$ cat config.mk
export PLATFORM = sky130hd
export DESIGN_NAME = jet_dispense_command_parser
export DESIGN_NICKNAME = d
export VERILOG_FILES = /design/src/jdc_pkg.sv /design/src/jet_dispense_command_parser.sv
export VERILOG_INCLUDE_DIRS = /design/src
export SDC_FILE = /design/constraint.sdc
export NUM_CORES = 2
export LEC_CHECK = 0
export BUFFER_PORTS_ARGS = -buffer_cell sky130_fd_sc_hd__buf_4
export CAP_MARGIN = 20
export CELL_PAD_IN_SITES_DETAIL_PLACEMENT = 0
export CELL_PAD_IN_SITES_GLOBAL_PLACEMENT = 1
export CORE_MARGIN = 5
export CORE_UTILIZATION = 53
export CTS_CLUSTER_SIZE = 30
export DETAILED_ROUTE_END_ITERATION = 7
export PLACE_DENSITY_LB_ADDON = 0.3
export SKIP_CTS_REPAIR_TIMING = 1
export SYNTH_ARGS = -nofsm -noshare
export SYNTH_HDL_FRONTEND = slang
export SYNTH_SLANG_ARGS = --single-unit
$ cat constraint.sdc
create_clock -name mclk -period 55.4 [get_ports mclk]
set_input_delay 8.31 -clock mclk [delete_from_list [all_inputs] [get_ports mclk]]
set_output_delay 8.31 -clock mclk [all_outputs]
set_load 0.1 [all_outputs]
$ cat src/jdc_map.svh
/*
  Constants for the jet dispense command parser: register offsets, field
  positions, reset values, ASCII codes, command codes and timing counts.
  Assumes a 25 MHz system clock and byte-wide ASCII traffic.
*/
`ifndef JDC_MAP_SVH
`define JDC_MAP_SVH
// Contract
// - Command is two letters plus comma-separated values; acted on only at semicolon.
// - Recipe pick carries one identifier 0 to 5; it becomes current.
// - Dispense go fires the jet with the selected recipe's drop count.
// - Selected recipe persists across repeated dispense go commands.
// - Each recipe holds a drop count per dispense trigger.
// - Valve command: identifier must be 0; state 1 opens, 0 closes.
// - Counter clear sets the drop counter to zero.
// - Fluid pressure set stores psi set point; host keeps it below 75.
// - Vacuum command: 1 switches vacuum on, 0 off.
// - Height probe: 1 closes solenoid and retracts, 0 opens and extends.
// - Jet/melter temperature set, index 1 or 2, set point below 150.
// - Heater switch, index 1 jet, 2 melter: flag 1 on, 0 off.
// - Idle-off minutes stored; heaters switch off after that long idle.
// - Version query returns an identification string.
// - Drop count query returns drops since last counter clear.
// - Error query returns 0; without error, 1; after an error.
// - Stored error clears once the valve status reply is returned.
// - Valve status query returns 1; when closed, 0; when open.
// - Height switch query returns 1; when activated, else 0;.
// - Tactile switch query returns 1; when activated, else 0;.
// - Pressure query returns psi in decimal with one fractional digit.
// - Temperature query, index 1 jet, 2 melter, returns tenths format.

`define CTRL_OFS      8'h00
`define STATUS_OFS    8'h04
`define DROPS_OFS     8'h08
`define SETPT_OFS     8'h0c
`define CTRL_RST      1'b1
`define ST_VALVE      0
`define ST_JHEAT      1
`define ST_MHEAT      2
`define ST_VAC        3
`define ST_PROBE      4
`define ST_ERR        5
`define ST_BUSY       6
`define ST_RECIPE     8
`define ST_PSI        16

`define CH_SEMI       8'h3b
`define CH_COMMA      8'h2c
`define CH_SPACE      8'h20
`define CH_CR         8'h0d
`define CH_LF         8'h0a
`define CH_ZERO       8'h30
`define CH_NINE       8'h39
`define CH_A          8'h41
`define CH_Z          8'h5a
`define CH_DOT        8'h2e

`define RECIPE_PICK_CMD      16'h534d
`define DISPENSE_GO_CMD      16'h5347
`define VALVE_CMD            16'h5356
`define DROP_COUNT_CLEAR_CMD 16'h5344
`define FLUID_PSI_SET_CMD    16'h5355
`define VACUUM_CMD           16'h5341
`define HEIGHT_PROBE_CMD     16'h5353
`define TEMP_SET_CMD         16'h5348
`define HEATER_SWITCH_CMD    16'h534f
`define HEATER_IDLE_OFF_CMD  16'h4846
`define TRIGGER_DROP_COUNT_CMD 16'h4354
`define VERSION_QUERY        16'h4f56
`define DROP_COUNT_QUERY     16'h4f44
`define ERROR_QUERY          16'h4f45
`define VALVE_STATE_QUERY    16'h4f53
`define HEIGHT_SWITCH_QUERY  16'h4f48
`define TACTILE_SWITCH_QUERY 16'h4f4c
`define FLUID_PSI_QUERY      16'h4f55
`define TEMP_QUERY           16'h4f54

`define MAX_RECIPE    16'h0005
`define PSI_LIMIT     16'h004b
`define TEMP_LIMIT    16'h0096
`define ACC_MAX       16'h1998

`define CLK_NS        40
`define CLK_HZ        25000000
`define DROP_GAP_NS   5000000
`define DROP_GAP_CYC  ((`DROP_GAP_NS + `CLK_NS - 1) / `CLK_NS)
`define MINUTE_S      60
`define MINUTE_CYC    (`MINUTE_S * `CLK_HZ)
`endif

$ cat src/jdc_pkg.sv
/*
  Types for the jet dispense command parser: sensor and actuator bundles,
  parser and reply state encodings, the parsed command record.
  Assumes the constants of jdc_map.svh.
*/
package jdc_pkg;
  typedef struct packed {
    logic        heightSw;
    logic        tactileSw;
    logic [15:0] psiTenths;
    logic [15:0] jetTempTenths;
    logic [15:0] melterTempTenths;
  } sense_t;

  typedef struct packed {
    logic        valveOpen;
    logic        jetFire;
    logic        vacuumOn;
    logic        probeRetract;
    logic        jetHeaterOn;
    logic        melterHeaterOn;
    logic [2:0]  recipe;
    logic [15:0] psiSet;
    logic [15:0] jetTempSet;
    logic [15:0] melterTempSet;
  } act_t;

  typedef enum logic [2:0] {P_C0 = 3'b001, P_C1 = 3'b010, P_ARGS = 3'b100} parse_t;
  typedef enum logic [2:0] {R_IDLE = 3'b001, R_CONV = 3'b010, R_SEND = 3'b100} reply_t;

  typedef struct packed {
    logic [15:0] code;
    logic        bad;
    logic [1:0]  nVals;
  } cmd_t;
endpackage

$ cat src/jet_dispense_command_parser.sv
/*
  ASCII command interpreter for a jet dispensing controller: parses
  commands, drives actuators, counts drops, builds query replies.
  Assumes a UART outside delivers received bytes and drains reply bytes
  on mclk, and that analog readings arrive already on mclk.
*/
// The implementer's own choices: the APB interface to the registers and the placing of the registers.
`timescale 1ns/1ps
`include "jdc_map.svh"
module jet_dispense_command_parser #(
  parameter int unsigned DROP_GAP   = `DROP_GAP_CYC,
  parameter int unsigned MINUTE     = `MINUTE_CYC,
  // Arbitrary identification value
  parameter logic [63:0] VERSION_ID = 64'h4a44_435f_3030_3031
) (
  input  wire logic           mclk,
  input  wire logic           rst,
  input  wire logic           psel,
  input  wire logic           penable,
  input  wire logic           pwrite,
  input  wire logic [7:0]     paddr,
  input  wire logic [31:0]    pwdata,
  output logic      [31:0]    prdata,
  output logic                pready,
  output logic                pslverr,
  input  wire logic           rxValid,
  input  wire logic [7:0]     rxByte,
  output logic                txValid,
  output logic      [7:0]     txByte,
  input  wire logic           txReady,
  input  wire jdc_pkg::sense_t sense,
  output jdc_pkg::act_t       act
);
  logic        ctrlEn;
  logic [1:0]  swRaw;
  logic [1:0]  swStable;
  jdc_pkg::parse_t pState;
  jdc_pkg::reply_t rState;
  jdc_pkg::cmd_t   cmd;
  logic [15:0] vals [3];
  logic [15:0] acc;
  logic        haveDig;
  logic        exec;
  logic        cmdErr;
  logic        isQuery;
  logic        apply;
  logic        valveOpen, vacuumOn, probeRetract, jetHeaterOn, melterHeaterOn;
  logic [2:0]  recipe;
  logic [15:0] psiSet, jetTempSet, melterTempSet, idleMins;
  logic [15:0] recipeDrops [6];
  logic        errFlag;
  logic        busy;
  logic        fire;
  logic [15:0] dropsLeft;
  logic [31:0] gapCnt;
  logic [31:0] dropCount;
  logic [31:0] idleCyc;
  logic [15:0] idleMinCnt;
  logic        idleOff;
  logic [7:0]  rbuf [16];
  logic [3:0]  rLen;
  logic [31:0] numVal;
  logic [31:0] qVal;
  logic        qTenths;
  logic        tenths, dotDone, firstDig, clrReply, clrDone;
  logic [7:0]  txByteR;
  logic [7:0]  lowDigit;
  logic [31:0] rdMux;
  logic        mapped;

  wire isDigit  = rxByte >= `CH_ZERO && rxByte <= `CH_NINE;
  wire isLetter = rxByte >= `CH_A && rxByte <= `CH_Z;
  wire isSemi   = rxByte == `CH_SEMI;
  wire isSep    = rxByte == `CH_COMMA || rxByte == `CH_SPACE;
  wire isBlank  = rxByte == `CH_SPACE || rxByte == `CH_CR || rxByte == `CH_LF;
  wire rxTake   = rxValid && ctrlEn;

  // Pins pass three flops; a change is taken once stages two and three agree
  assign swRaw = {sense.tactileSw, sense.heightSw};
  genvar g;
  generate
    for (g = 0; g < 2; g++) begin : g_sw
      logic [2:0] sh;
      logic       st;
      always_ff @(posedge mclk or posedge rst) begin
        if (rst) begin
          sh <= 3'h0;
          st <= 1'b0;
        end else begin
          sh <= {sh[1:0], swRaw[g]};
          if (sh[1] == sh[2]) begin
            st <= sh[2];
          end
        end
      end
      assign swStable[g] = st;
    end
  endgenerate

  // Byte parser; nothing is acted on until the terminating semicolon
  always_ff @(posedge mclk or posedge rst) begin
    if (rst) begin
      pState  <= jdc_pkg::P_C0;
      cmd     <= '0;
      acc     <= 16'h0000;
      haveDig <= 1'b0;
      exec    <= 1'b0;
      for (int i = 0; i < 3; i++) begin
        vals[i] <= 16'h0000;
      end
    end else begin
      exec <= 1'b0;
      if (rxTake) begin
        case (pState)
          jdc_pkg::P_C0: begin
            if (!isBlank && !isSemi) begin
              cmd.code  <= isLetter ? {rxByte, 8'h00} : 16'h0000;
              cmd.bad   <= !isLetter;
              cmd.nVals <= 2'h0;
              acc       <= 16'h0000;
              haveDig   <= 1'b0;
              pState    <= isLetter ? jdc_pkg::P_C1 : jdc_pkg::P_ARGS;
            end
          end
          jdc_pkg::P_C1: begin
            cmd.code[7:0] <= rxByte;
            cmd.bad       <= cmd.bad | !isLetter;
            if (isSemi) begin
              exec   <= 1'b1;
              pState <= jdc_pkg::P_C0;
            end else begin
              pState <= jdc_pkg::P_ARGS;
            end
          end
          jdc_pkg::P_ARGS: begin
            if (isDigit) begin
              // Oversized values are refused rather than wrapped
              if (acc > `ACC_MAX) begin
                cmd.bad <= 1'b1;
              end
              acc     <= 16'(acc * 16'h000a + {8'h00, rxByte - `CH_ZERO});
              haveDig <= 1'b1;
            end else if (isSep || isSemi) begin
              if (haveDig) begin
                if (cmd.nVals == 2'h3) begin
                  cmd.bad <= 1'b1;
                end else begin
                  vals[cmd.nVals] <= acc;
                  cmd.nVals       <= cmd.nVals + 2'h1;
                end
              end
              acc     <= 16'h0000;
              haveDig <= 1'b0;
              if (isSemi) begin
                exec   <= 1'b1;
                pState <= jdc_pkg::P_C0;
              end
            end else begin
              cmd.bad <= 1'b1;
            end
          end
          default: pState <= jdc_pkg::P_C0;
        endcase
      end
    end
  end

  // Command check: any fault leaves every setting untouched
  always_comb begin
    cmdErr  = cmd.bad;
    isQuery = 1'b0;
    case (cmd.code)
      `RECIPE_PICK_CMD:      cmdErr |= cmd.nVals != 2'h1 || vals[0] > `MAX_RECIPE;
      `DISPENSE_GO_CMD:      cmdErr |= cmd.nVals != 2'h0 || busy;
      `VALVE_CMD:            cmdErr |= cmd.nVals != 2'h2 || vals[0] != 16'h0000
                                       || vals[1] > 16'h0001;
      `DROP_COUNT_CLEAR_CMD: cmdErr |= cmd.nVals > 2'h1;
      `FLUID_PSI_SET_CMD:    cmdErr |= cmd.nVals != 2'h1 || vals[0] >= `PSI_LIMIT;
      `VACUUM_CMD,
      `HEIGHT_PROBE_CMD:     cmdErr |= cmd.nVals != 2'h1 || vals[0] > 16'h0001;
      `TEMP_SET_CMD:         cmdErr |= cmd.nVals != 2'h2 || vals[0] < 16'h0001
                                       || vals[0] > 16'h0002 || vals[1] >= `TEMP_LIMIT;
      `HEATER_SWITCH_CMD:    cmdErr |= cmd.nVals != 2'h2 || vals[0] < 16'h0001
                                       || vals[0] > 16'h0002 || vals[1] > 16'h0001;
      `HEATER_IDLE_OFF_CMD:  cmdErr |= cmd.nVals != 2'h1;
      `TRIGGER_DROP_COUNT_CMD: cmdErr |= cmd.nVals != 2'h3 || vals[0] > `MAX_RECIPE
                                         || vals[1] > 16'h0001;
      `VERSION_QUERY, `DROP_COUNT_QUERY, `ERROR_QUERY, `VALVE_STATE_QUERY,
      `HEIGHT_SWITCH_QUERY, `TACTILE_SWITCH_QUERY: begin
        isQuery = 1'b1;
        cmdErr |= cmd.nVals != 2'h0;
      end
      `FLUID_PSI_QUERY: begin
        isQuery = 1'b1;
        cmdErr |= cmd.nVals > 2'h1;
      end
      `TEMP_QUERY: begin
        isQuery = 1'b1;
        cmdErr |= cmd.nVals != 2'h1 || vals[0] < 16'h0001 || vals[0] > 16'h0002;
      end
      default: cmdErr = 1'b1;
    endcase
  end

  assign apply = exec && !cmdErr;

  // Settings; a command arriving with the idle timeout wins over it
  always_ff @(posedge mclk or posedge rst) begin
    if (rst) begin
      valveOpen      <= 1'b0;
      vacuumOn       <= 1'b0;
      probeRetract   <= 1'b0;
      jetHeaterOn    <= 1'b0;
      melterHeaterOn <= 1'b0;
      recipe         <= 3'h0;
      psiSet         <= 16'h0000;
      jetTempSet     <= 16'h0000;
      melterTempSet  <= 16'h0000;
      idleMins       <= 16'h0000;
      for (int i = 0; i < 6; i++) begin
        recipeDrops[i] <= 16'h0000;
      end
    end else begin
      if (idleOff) begin
        jetHeaterOn    <= 1'b0;
        melterHeaterOn <= 1'b0;
      end
      if (apply) begin
        case (cmd.code)
          `RECIPE_PICK_CMD:    recipe <= vals[0][2:0];
          `VALVE_CMD:          valveOpen <= vals[1][0];
          `FLUID_PSI_SET_CMD:  psiSet <= vals[0];
          `VACUUM_CMD:         vacuumOn <= vals[0][0];
          `HEIGHT_PROBE_CMD:   probeRetract <= vals[0][0];
          `TEMP_SET_CMD: begin
            if (vals[0][1]) begin
              melterTempSet <= vals[1];
            end else begin
              jetTempSet <= vals[1];
            end
          end
          `HEATER_SWITCH_CMD: begin
            if (vals[0][1]) begin
              melterHeaterOn <= vals[1][0];
            end else begin
              jetHeaterOn <= vals[1][0];
            end
          end
          `HEATER_IDLE_OFF_CMD: idleMins <= vals[0];
          `TRIGGER_DROP_COUNT_CMD: recipeDrops[vals[0][2:0]] <= vals[2];
          default: ;
        endcase
      end
    end
  end

  // Stored error: a new fault wins over the clear from a status reply
  always_ff @(posedge mclk or posedge rst) begin
    if (rst) begin
      errFlag <= 1'b0;
    end else if (exec && cmdErr) begin
      errFlag <= 1'b1;
    end else if (clrDone) begin
      errFlag <= 1'b0;
    end
  end

  // Drop engine: one fire pulse per drop, spaced by DROP_GAP cycles
  always_ff @(posedge mclk or posedge rst) begin
    if (rst) begin
      busy      <= 1'b0;
      fire      <= 1'b0;
      dropsLeft <= 16'h0000;
      gapCnt    <= 32'h0;
    end else begin
      fire <= 1'b0;
      if (!busy) begin
        if (apply && cmd.code == `DISPENSE_GO_CMD && recipeDrops[recipe] != 16'h0000) begin
          busy      <= 1'b1;
          dropsLeft <= recipeDrops[recipe];
          gapCnt    <= 32'h0;
        end
      end else if (gapCnt == 32'h0) begin
        fire      <= 1'b1;
        gapCnt    <= 32'(DROP_GAP - 1);
        dropsLeft <= dropsLeft - 16'h0001;
        if (dropsLeft == 16'h0001) begin
          busy <= 1'b0;
        end
      end else begin
        gapCnt <= gapCnt - 32'h1;
      end
    end
  end

  // Drop counter; a drop landing with the clear is still counted
  always_ff @(posedge mclk or posedge rst) begin
    if (rst) begin
      dropCount <= 32'h0;
    end else if (apply && cmd.code == `DROP_COUNT_CLEAR_CMD) begin
      dropCount <= fire ? 32'h1 : 32'h0;
    end else if (fire) begin
      dropCount <= dropCount + 32'h1;
    end
  end

  // Idle timer in whole minutes; firing or a heater command restarts it
  always_ff @(posedge mclk or posedge rst) begin
    if (rst) begin
      idleCyc    <= 32'h0;
      idleMinCnt <= 16'h0000;
    end else if (busy || (apply && cmd.code == `HEATER_SWITCH_CMD)) begin
      idleCyc    <= 32'h0;
      idleMinCnt <= 16'h0000;
    end else if (idleCyc == 32'(MINUTE - 1)) begin
      idleCyc <= 32'h0;
      if (idleMinCnt != 16'hffff) begin
        idleMinCnt <= idleMinCnt + 16'h0001;
      end
    end else begin
      idleCyc <= idleCyc + 32'h1;
    end
  end

  assign idleOff = idleMins != 16'h0000 && idleMinCnt >= idleMins
                   && (jetHeaterOn || melterHeaterOn);

  always_comb begin
    qTenths = 1'b0;
    case (cmd.code)
      `DROP_COUNT_QUERY:     qVal = dropCount;
      `ERROR_QUERY:          qVal = {31'h0, errFlag};
      `VALVE_STATE_QUERY:    qVal = {31'h0, !valveOpen};
      `HEIGHT_SWITCH_QUERY:  qVal = {31'h0, swStable[0]};
      `TACTILE_SWITCH_QUERY: qVal = {31'h0, swStable[1]};
      `FLUID_PSI_QUERY: begin
        qVal    = {16'h0000, sense.psiTenths};
        qTenths = 1'b1;
      end
      `TEMP_QUERY: begin
        qVal    = {16'h0000, vals[0][1] ? sense.melterTempTenths : sense.jetTempTenths};
        qTenths = 1'b1;
      end
      default: qVal = 32'h0;
    endcase
  end

  assign lowDigit = 8'(numVal % 32'h0000000a);

  // Reply builder: text is stored last byte first, then sent from the top
  always_ff @(posedge mclk or posedge rst) begin
    if (rst) begin
      rState   <= jdc_pkg::R_IDLE;
      rLen     <= 4'h0;
      numVal   <= 32'h0;
      tenths   <= 1'b0;
      dotDone  <= 1'b0;
      firstDig <= 1'b0;
      clrReply <= 1'b0;
      clrDone  <= 1'b0;
      txByteR  <= 8'h00;
      for (int i = 0; i < 16; i++) begin
        rbuf[i] <= 8'h00;
      end
    end else begin
      clrDone <= 1'b0;
      case (rState)
        jdc_pkg::R_IDLE: begin
          // Queries during a drop series get no reply
          if (apply && isQuery && !busy) begin
            rbuf[0]  <= `CH_SEMI;
            rLen     <= 4'h1;
            dotDone  <= 1'b0;
            firstDig <= 1'b0;
            numVal   <= qVal;
            tenths   <= qTenths;
            clrReply <= cmd.code == `VALVE_STATE_QUERY;
            if (cmd.code == `VERSION_QUERY) begin
              for (int i = 0; i < 8; i++) begin
                rbuf[i + 1] <= VERSION_ID[8 * i +: 8];
              end
              rLen    <= 4'h9;
              txByteR <= VERSION_ID[63:56];
              rState  <= jdc_pkg::R_SEND;
            end else begin
              rState <= jdc_pkg::R_CONV;
            end
          end
        end
        jdc_pkg::R_CONV: begin
          if (tenths && firstDig && !dotDone) begin
            rbuf[rLen] <= `CH_DOT;
            rLen       <= rLen + 4'h1;
            dotDone    <= 1'b1;
          end else begin
            rbuf[rLen] <= `CH_ZERO + lowDigit;
            rLen       <= rLen + 4'h1;
            numVal     <= numVal / 32'h0000000a;
            firstDig   <= 1'b1;
            if (numVal < 32'h0000000a && (!tenths || firstDig)) begin
              txByteR <= `CH_ZERO + lowDigit;
              rState  <= jdc_pkg::R_SEND;
            end
          end
        end
        jdc_pkg::R_SEND: begin
          if (txReady) begin
            rLen <= rLen - 4'h1;
            if (rLen == 4'h1) begin
              rState <= jdc_pkg::R_IDLE;
              clrDone <= clrReply;
            end else begin
              txByteR <= rbuf[rLen - 4'h2];
            end
          end
        end
        default: rState <= jdc_pkg::R_IDLE;
      endcase
    end
  end

  assign txValid = rState == jdc_pkg::R_SEND;
  assign txByte  = txByteR;

  // APB slave: zero wait states, read data captured in the setup phase
  always_comb begin
    mapped = 1'b1;
    rdMux  = 32'h0;
    case (paddr)
      `CTRL_OFS:   rdMux = {31'h0, ctrlEn};
      `STATUS_OFS: begin
        rdMux[`ST_VALVE]            = valveOpen;
        rdMux[`ST_JHEAT]            = jetHeaterOn;
        rdMux[`ST_MHEAT]            = melterHeaterOn;
        rdMux[`ST_VAC]              = vacuumOn;
        rdMux[`ST_PROBE]            = probeRetract;
        rdMux[`ST_ERR]              = errFlag;
        rdMux[`ST_BUSY]             = busy;
        rdMux[`ST_RECIPE +: 3]      = recipe;
        rdMux[`ST_PSI +: 16]        = psiSet;
      end
      `DROPS_OFS:  rdMux = dropCount;
      `SETPT_OFS:  rdMux = {melterTempSet, jetTempSet};
      default:     mapped = 1'b0;
    endcase
  end

  always_ff @(posedge mclk or posedge rst) begin
    if (rst) begin
      ctrlEn <= `CTRL_RST;
      prdata <= 32'h0;
    end else begin
      if (psel && !penable) begin
        prdata <= rdMux;
      end
      if (psel && penable && pwrite && paddr == `CTRL_OFS) begin
        ctrlEn <= pwdata[0];
      end
    end
  end

  assign pready  = 1'b1;
  assign pslverr = psel && penable && !mapped;

  assign act = '{valveOpen, fire, vacuumOn, probeRetract, jetHeaterOn, melterHeaterOn,
                 recipe, psiSet, jetTempSet, melterTempSet};
endmodule // jet_dispense_command_parser

Yosys cells after proc, flatten, opt, wreduce, memory -nomap -nowiden:

Index checks and enable logic that the tools add are counted.

* add/sub/neg operators: 12
* multipliers: 1
* divide/modulo/power cells: 2
* $lt $le $gt $ge: 23
* equality and inequality tests: 62
* shift-type cells: 0
* mux-type cells: 122
* bitwise operators: 24
* reductions and logical operators: 104

Operator list (number)
* equality test 16 x 15 -> 1 bit (second input constant): 19
* two-way mux 32 bit: 9
* two-way mux 16 bit: 15
* case mux 32 bit (7 select lines): 1
* case mux 72 bit (2 select lines): 1
* bitwise mux 128 bit: 1
* two-way mux 128 bit: 1
* bitwise mux 96 bit: 1
* two-way mux 72 bit: 1
* two-way mux 8 bit: 9
* adder 32 x 1 -> 32 bit (second input constant): 2
* bitwise AND 64 bit: 1
* two-way mux 64 bit: 1
* NOT 64 bit: 1
* bitwise OR 64 bit: 1
* case mux 32 bit (2 select lines): 1
* binary-select mux 16 bit (select 3 bit): 1
* bitwise mux 48 bit: 1
* demux 16 bit (select 3 bit): 1
* case mux 16 bit (3 select lines): 1
* nonzero test 16 bit: 3
* two-way mux 3 bit: 13
* two-way mux 1 bit: 37
* binary-select mux 8 bit (select 4 bit): 1
* other kinds (87): 227

* register bits after elaboration: 608
* bits in latches: 0
* memory bits (writable): 0
* bits in read-only memories: 0
* input bits: 105
* output and inout port bits: 100
* word-level logic and storage cells: 416
* memories: 0

Depth between registers and ports, before layout:

* depth in word-level cells: 12
* depth in mapped cells: 53
* depth with buffers taken out: 43

Least setup slack after synthesis:

OpenSTA, ideal clock, no wires.

* path type: input to output
* start point: input port paddr[4]
* end point: output port pslverr
* arrival: 9.747 ns
* required time: 47.090 ns
* setup slack: 37.343 ns
* stages on the path: 3
* path buffers: 0
* cell sequence: or4_1 > nor3_1 > nor2_1

* longest elaborated chain between the ends: 5
* elaborated cells between the ends (all ways): 8
* those cells by class: 3 x eq/ne; 1 x mux; 4 x reduce/logical

RTL lines
* from (decl): line jet_dispense_command_parser.sv:21 `input wire logic [7:0] paddr,`
* equality test 8 x 4 -> 1 bit, or another cell as far along: line jet_dispense_command_parser.sv:429 `case (paddr)`
* OR reduction 4 bit (no source line) (*)
* two-way mux 1 bit (*): line jet_dispense_command_parser.sv:429
* logical NOT 1 bit (*): line jet_dispense_command_parser.sv:463 `assign pslverr = psel && penable && !mapped;`
* logical AND 1 bit (*): line jet_dispense_command_parser.sv:463
* to (decl): line jet_dispense_command_parser.sv:25 `output logic pslverr,`

Every way passes the cells marked *; elsewhere a longest branch is shown, timed or not.

Worst setup path in the final report:

* start point: input port paddr[5]
* end point: output port pslverr

The elaborated chain is that of the path after synthesis.

==> impl_metrics.ini <==
[clock_tree]
cts_tree = yes
cts_buffers = 70
clock_tree.root_cell = clkbuf_16
cts.sinks = 608
clkLatencyLatePin_ns = 0.63
htreeDepth = 3
cts.path.max_buffers = 3
path_clk_slew_ns = 0.06

[route]
drcViolationCount = 0
wirelength_um = 105000
drt_iter0_markers = 2746
wire_per_inst_um = 22.8
firstDrtPassIters = 7
avgViaCountPerCell = 6.43
via_count = 29600
ant_nets = 0

[timing]
setup_viol = 0
finalHoldViolCount = 0
final.setup.tns_ns = 0
drv_slew = 0
fin_worst_skew_ns = 0.0274
relSlewSlack_pct = 16.5
fin_crit_sh_pct = 32.7
holdWs_ns = 0.352
period_needed_ns = 18.10
rsz0062_at_grt = false
fmax_mhz = 55.2
worstMarginPinSlew_ns = 1.24

[pwr]
p_sw_w = 0.000219
pwr-share-comb_pct = 2.9
power.internal_w = 0.000741
p_leak_nw = 17.7
ir_worst_vdd_uv = 30.1
seq_power_share_pct = 46.5
power.density_mw_per_mm2 = 24.2
swShare_pct = 22.8
p_clk_share_pct = 50.6

[synth]
synth_largest_area_cell = dfrtp_1
ys_seq_area_share_pct = 43.1
ys.flop_type = dfrtp_1
synth_edf_count = 0
ys_ff_latch = 608
ys_top_cells_by_area = dfrtp_1 43%, mux2_2 7.4%, nor2_1 3.7%, nand2_1 3.7%, mux4_2 3.6%
yosysMostFrequentCell = dfrtp_1
syn_inst = 3610
synth_top_area_share_pct = 42.8
syn-cell-area_mm2 = 0.0353
syn-mean-instance-area_um2 = 9.79
async_flop_share_pct = 100
ys_top_cells_by_count = 605 x dfrtp_1, 350 x nor2_1, 345 x nand2_1
synthDistinctLibCells = 134
yosys_warnings = 0

[hold_path]
hold_class = flop to flop
worstHoldStart = g_sw[0].sh[0]
min_to = g_sw[0].sh[1]
hold_depth = 0

[die]
rows = 94
start_util_pct = 53.6
design.portCount = 205
core_mm2 = 0.0660
die_h_um = 268
dieArea_mm2 = 0.0719
fp.dieW_um = 268

[global_routing]
overflow = 0
grt_max_degree = 182
track_usage_pct = 28.6
grt_first_pass_wirelength_um = 165000
grt_pass1_vias = 29000
grt_antenna_before_repair = 4

[critical_path]
endpoint_kind = primary output
required_ns = 47.09
crit_arrival_ns = 9.79
r2r-end = rbuf[21]
crit_path_start_kind = input pin
worstReg2RegStart = numVal[26]
worstPathMaxFanout = 6
r2r.worst_path.cells = 41
worstSetupPathType = input pin to primary output
reg2reg_slack_ns = 41.45

[cells_and_area]
finish.utilization_pct = 60.1
regArea_mm2 = 0.0152
nNetsFinal = 3860
syn2layout_area_growth_pct = 12.3
multi_input_comb_area_mm2 = 0.0189
drive_gt1_share_pct = 20.2
fillers = 5492

[place]
port_buffers = 172
gp_congestion = 0.916
dp_hpwl_um = 73500

[job]
drv_cap = 0

[run_status]
status = completed
==> worst max-delay path, stage by stage <==
cell and delay (ns):
buf_4 0.10, or4_1 0.52, nor3_1 0.50, nor2_1 0.10, buf_4 0.26
==> cell families after synthesis <==
| group | synth area share (%) |
|---|---|
| simple gates | 16.6 |
| compound gates | 18.2 |
| flops | 43.1 |
| mux | 12.1 |
| buf+inv | 3.63 |
| xor+xnor | 3.37 |
| fa+ha+maj | 2.93 |
| other cells | 0.0106 |
==> power by group through the flow <==
stage                     combinational (W)  sequential, W  clock [W]
after floorplan                   0.0000134       0.000458          0
after global placement            0.0000273       0.000454          0
after detailed placement          0.0000281       0.000454          0
after CTS                         0.0000281       0.000446   0.000492
after global routing              0.0000309       0.000446   0.000511
final                             0.0000280       0.000446   0.000486
==> state kept, by name, indices dropped and copies added, names as in the netlist, 8 cells and up <==
register / count
acc: 16
cmd: 19
dropCount: 32
dropsLeft: 16
gapCnt: 32
idleCyc: 32
idleMinCnt: 16
idleMins: 16
jetTempSet: 16
melterTempSet: 16
numVal: 32
prdata: 32
psiSet: 16
rbuf: 128
recipeDrops: 96
txByte: 8
vals: 48
==> routing by layer <==
metal	routed length, um	track usage (%)	part of all wire, %
met5	53	0	0.050
met4	3640	10.1	3.5
met3	9060	7.00	8.6
met2	49100	45.6	47
met1	43200	38.5	41
==> per-stage QoR <==
stage	total power, W	setup WS (ns)	area, um^2	std cells
final	0.000960	37.30	39700	4597
after global routing	0.000988	37.14	39700	4596
after CTS	0.000967	37.30	39600	4591
after detailed placement	0.000482	37.30	37200	4467
after global placement	0.000482	37.34	37200	4467
after floorplan	0.000471	30.07	35300	3611
==> layout make-up <==
| class | instances | share of cell area [%] |
|---|---|---|
| multi-input cells | 2689 | 47.7 |
| flip-flops and latches | 608 | 38.4 |
| clock buffers | 92 | 5.00 |
| repair buffers | 213 | 4.15 |
| well taps | 864 | 2.72 |
| clock inverters | 32 | 1.16 |
| inverters | 98 | 0.946 |
| diodes | 1 | 0.00631 |
==> worst max-delay path by stage <==
stage | from | endpoint | cells past startpoint
after floorplan | rst | acc[0] | 1
after global placement | paddr[5] | pslverr | 5
after detailed placement | paddr[5] | pslverr | 5
after CTS | paddr[5] | pslverr | 5
after global routing | paddr[5] | pslverr | 5
final | paddr[5] | pslverr | 5
==> cells in the final DEF, fill, tap and decap left out, types with 28 or more instances in the layout <==
cell         n
a21oi_1    174
a22o_1      38
a22oi_1     30
and3_1      32
buf_4      207
clkbuf_16   70
dfrtp_1    604
ha_1        73
inv_1       86
mux2_2     233
mux2i_1     32
mux4_2      57
nand2_1    345
nand2b_1    31
nand3_1    100
nand4_1     45
nor2_1     341
nor2b_1     42
nor3_1      76
nor4_1      34
o21ai_0    234
o21ai_1     50
o22ai_1     28
o31ai_1     29
or3_1       28
xnor2_1     72
xor2_1      53
(Power assumes the default switching activity.)
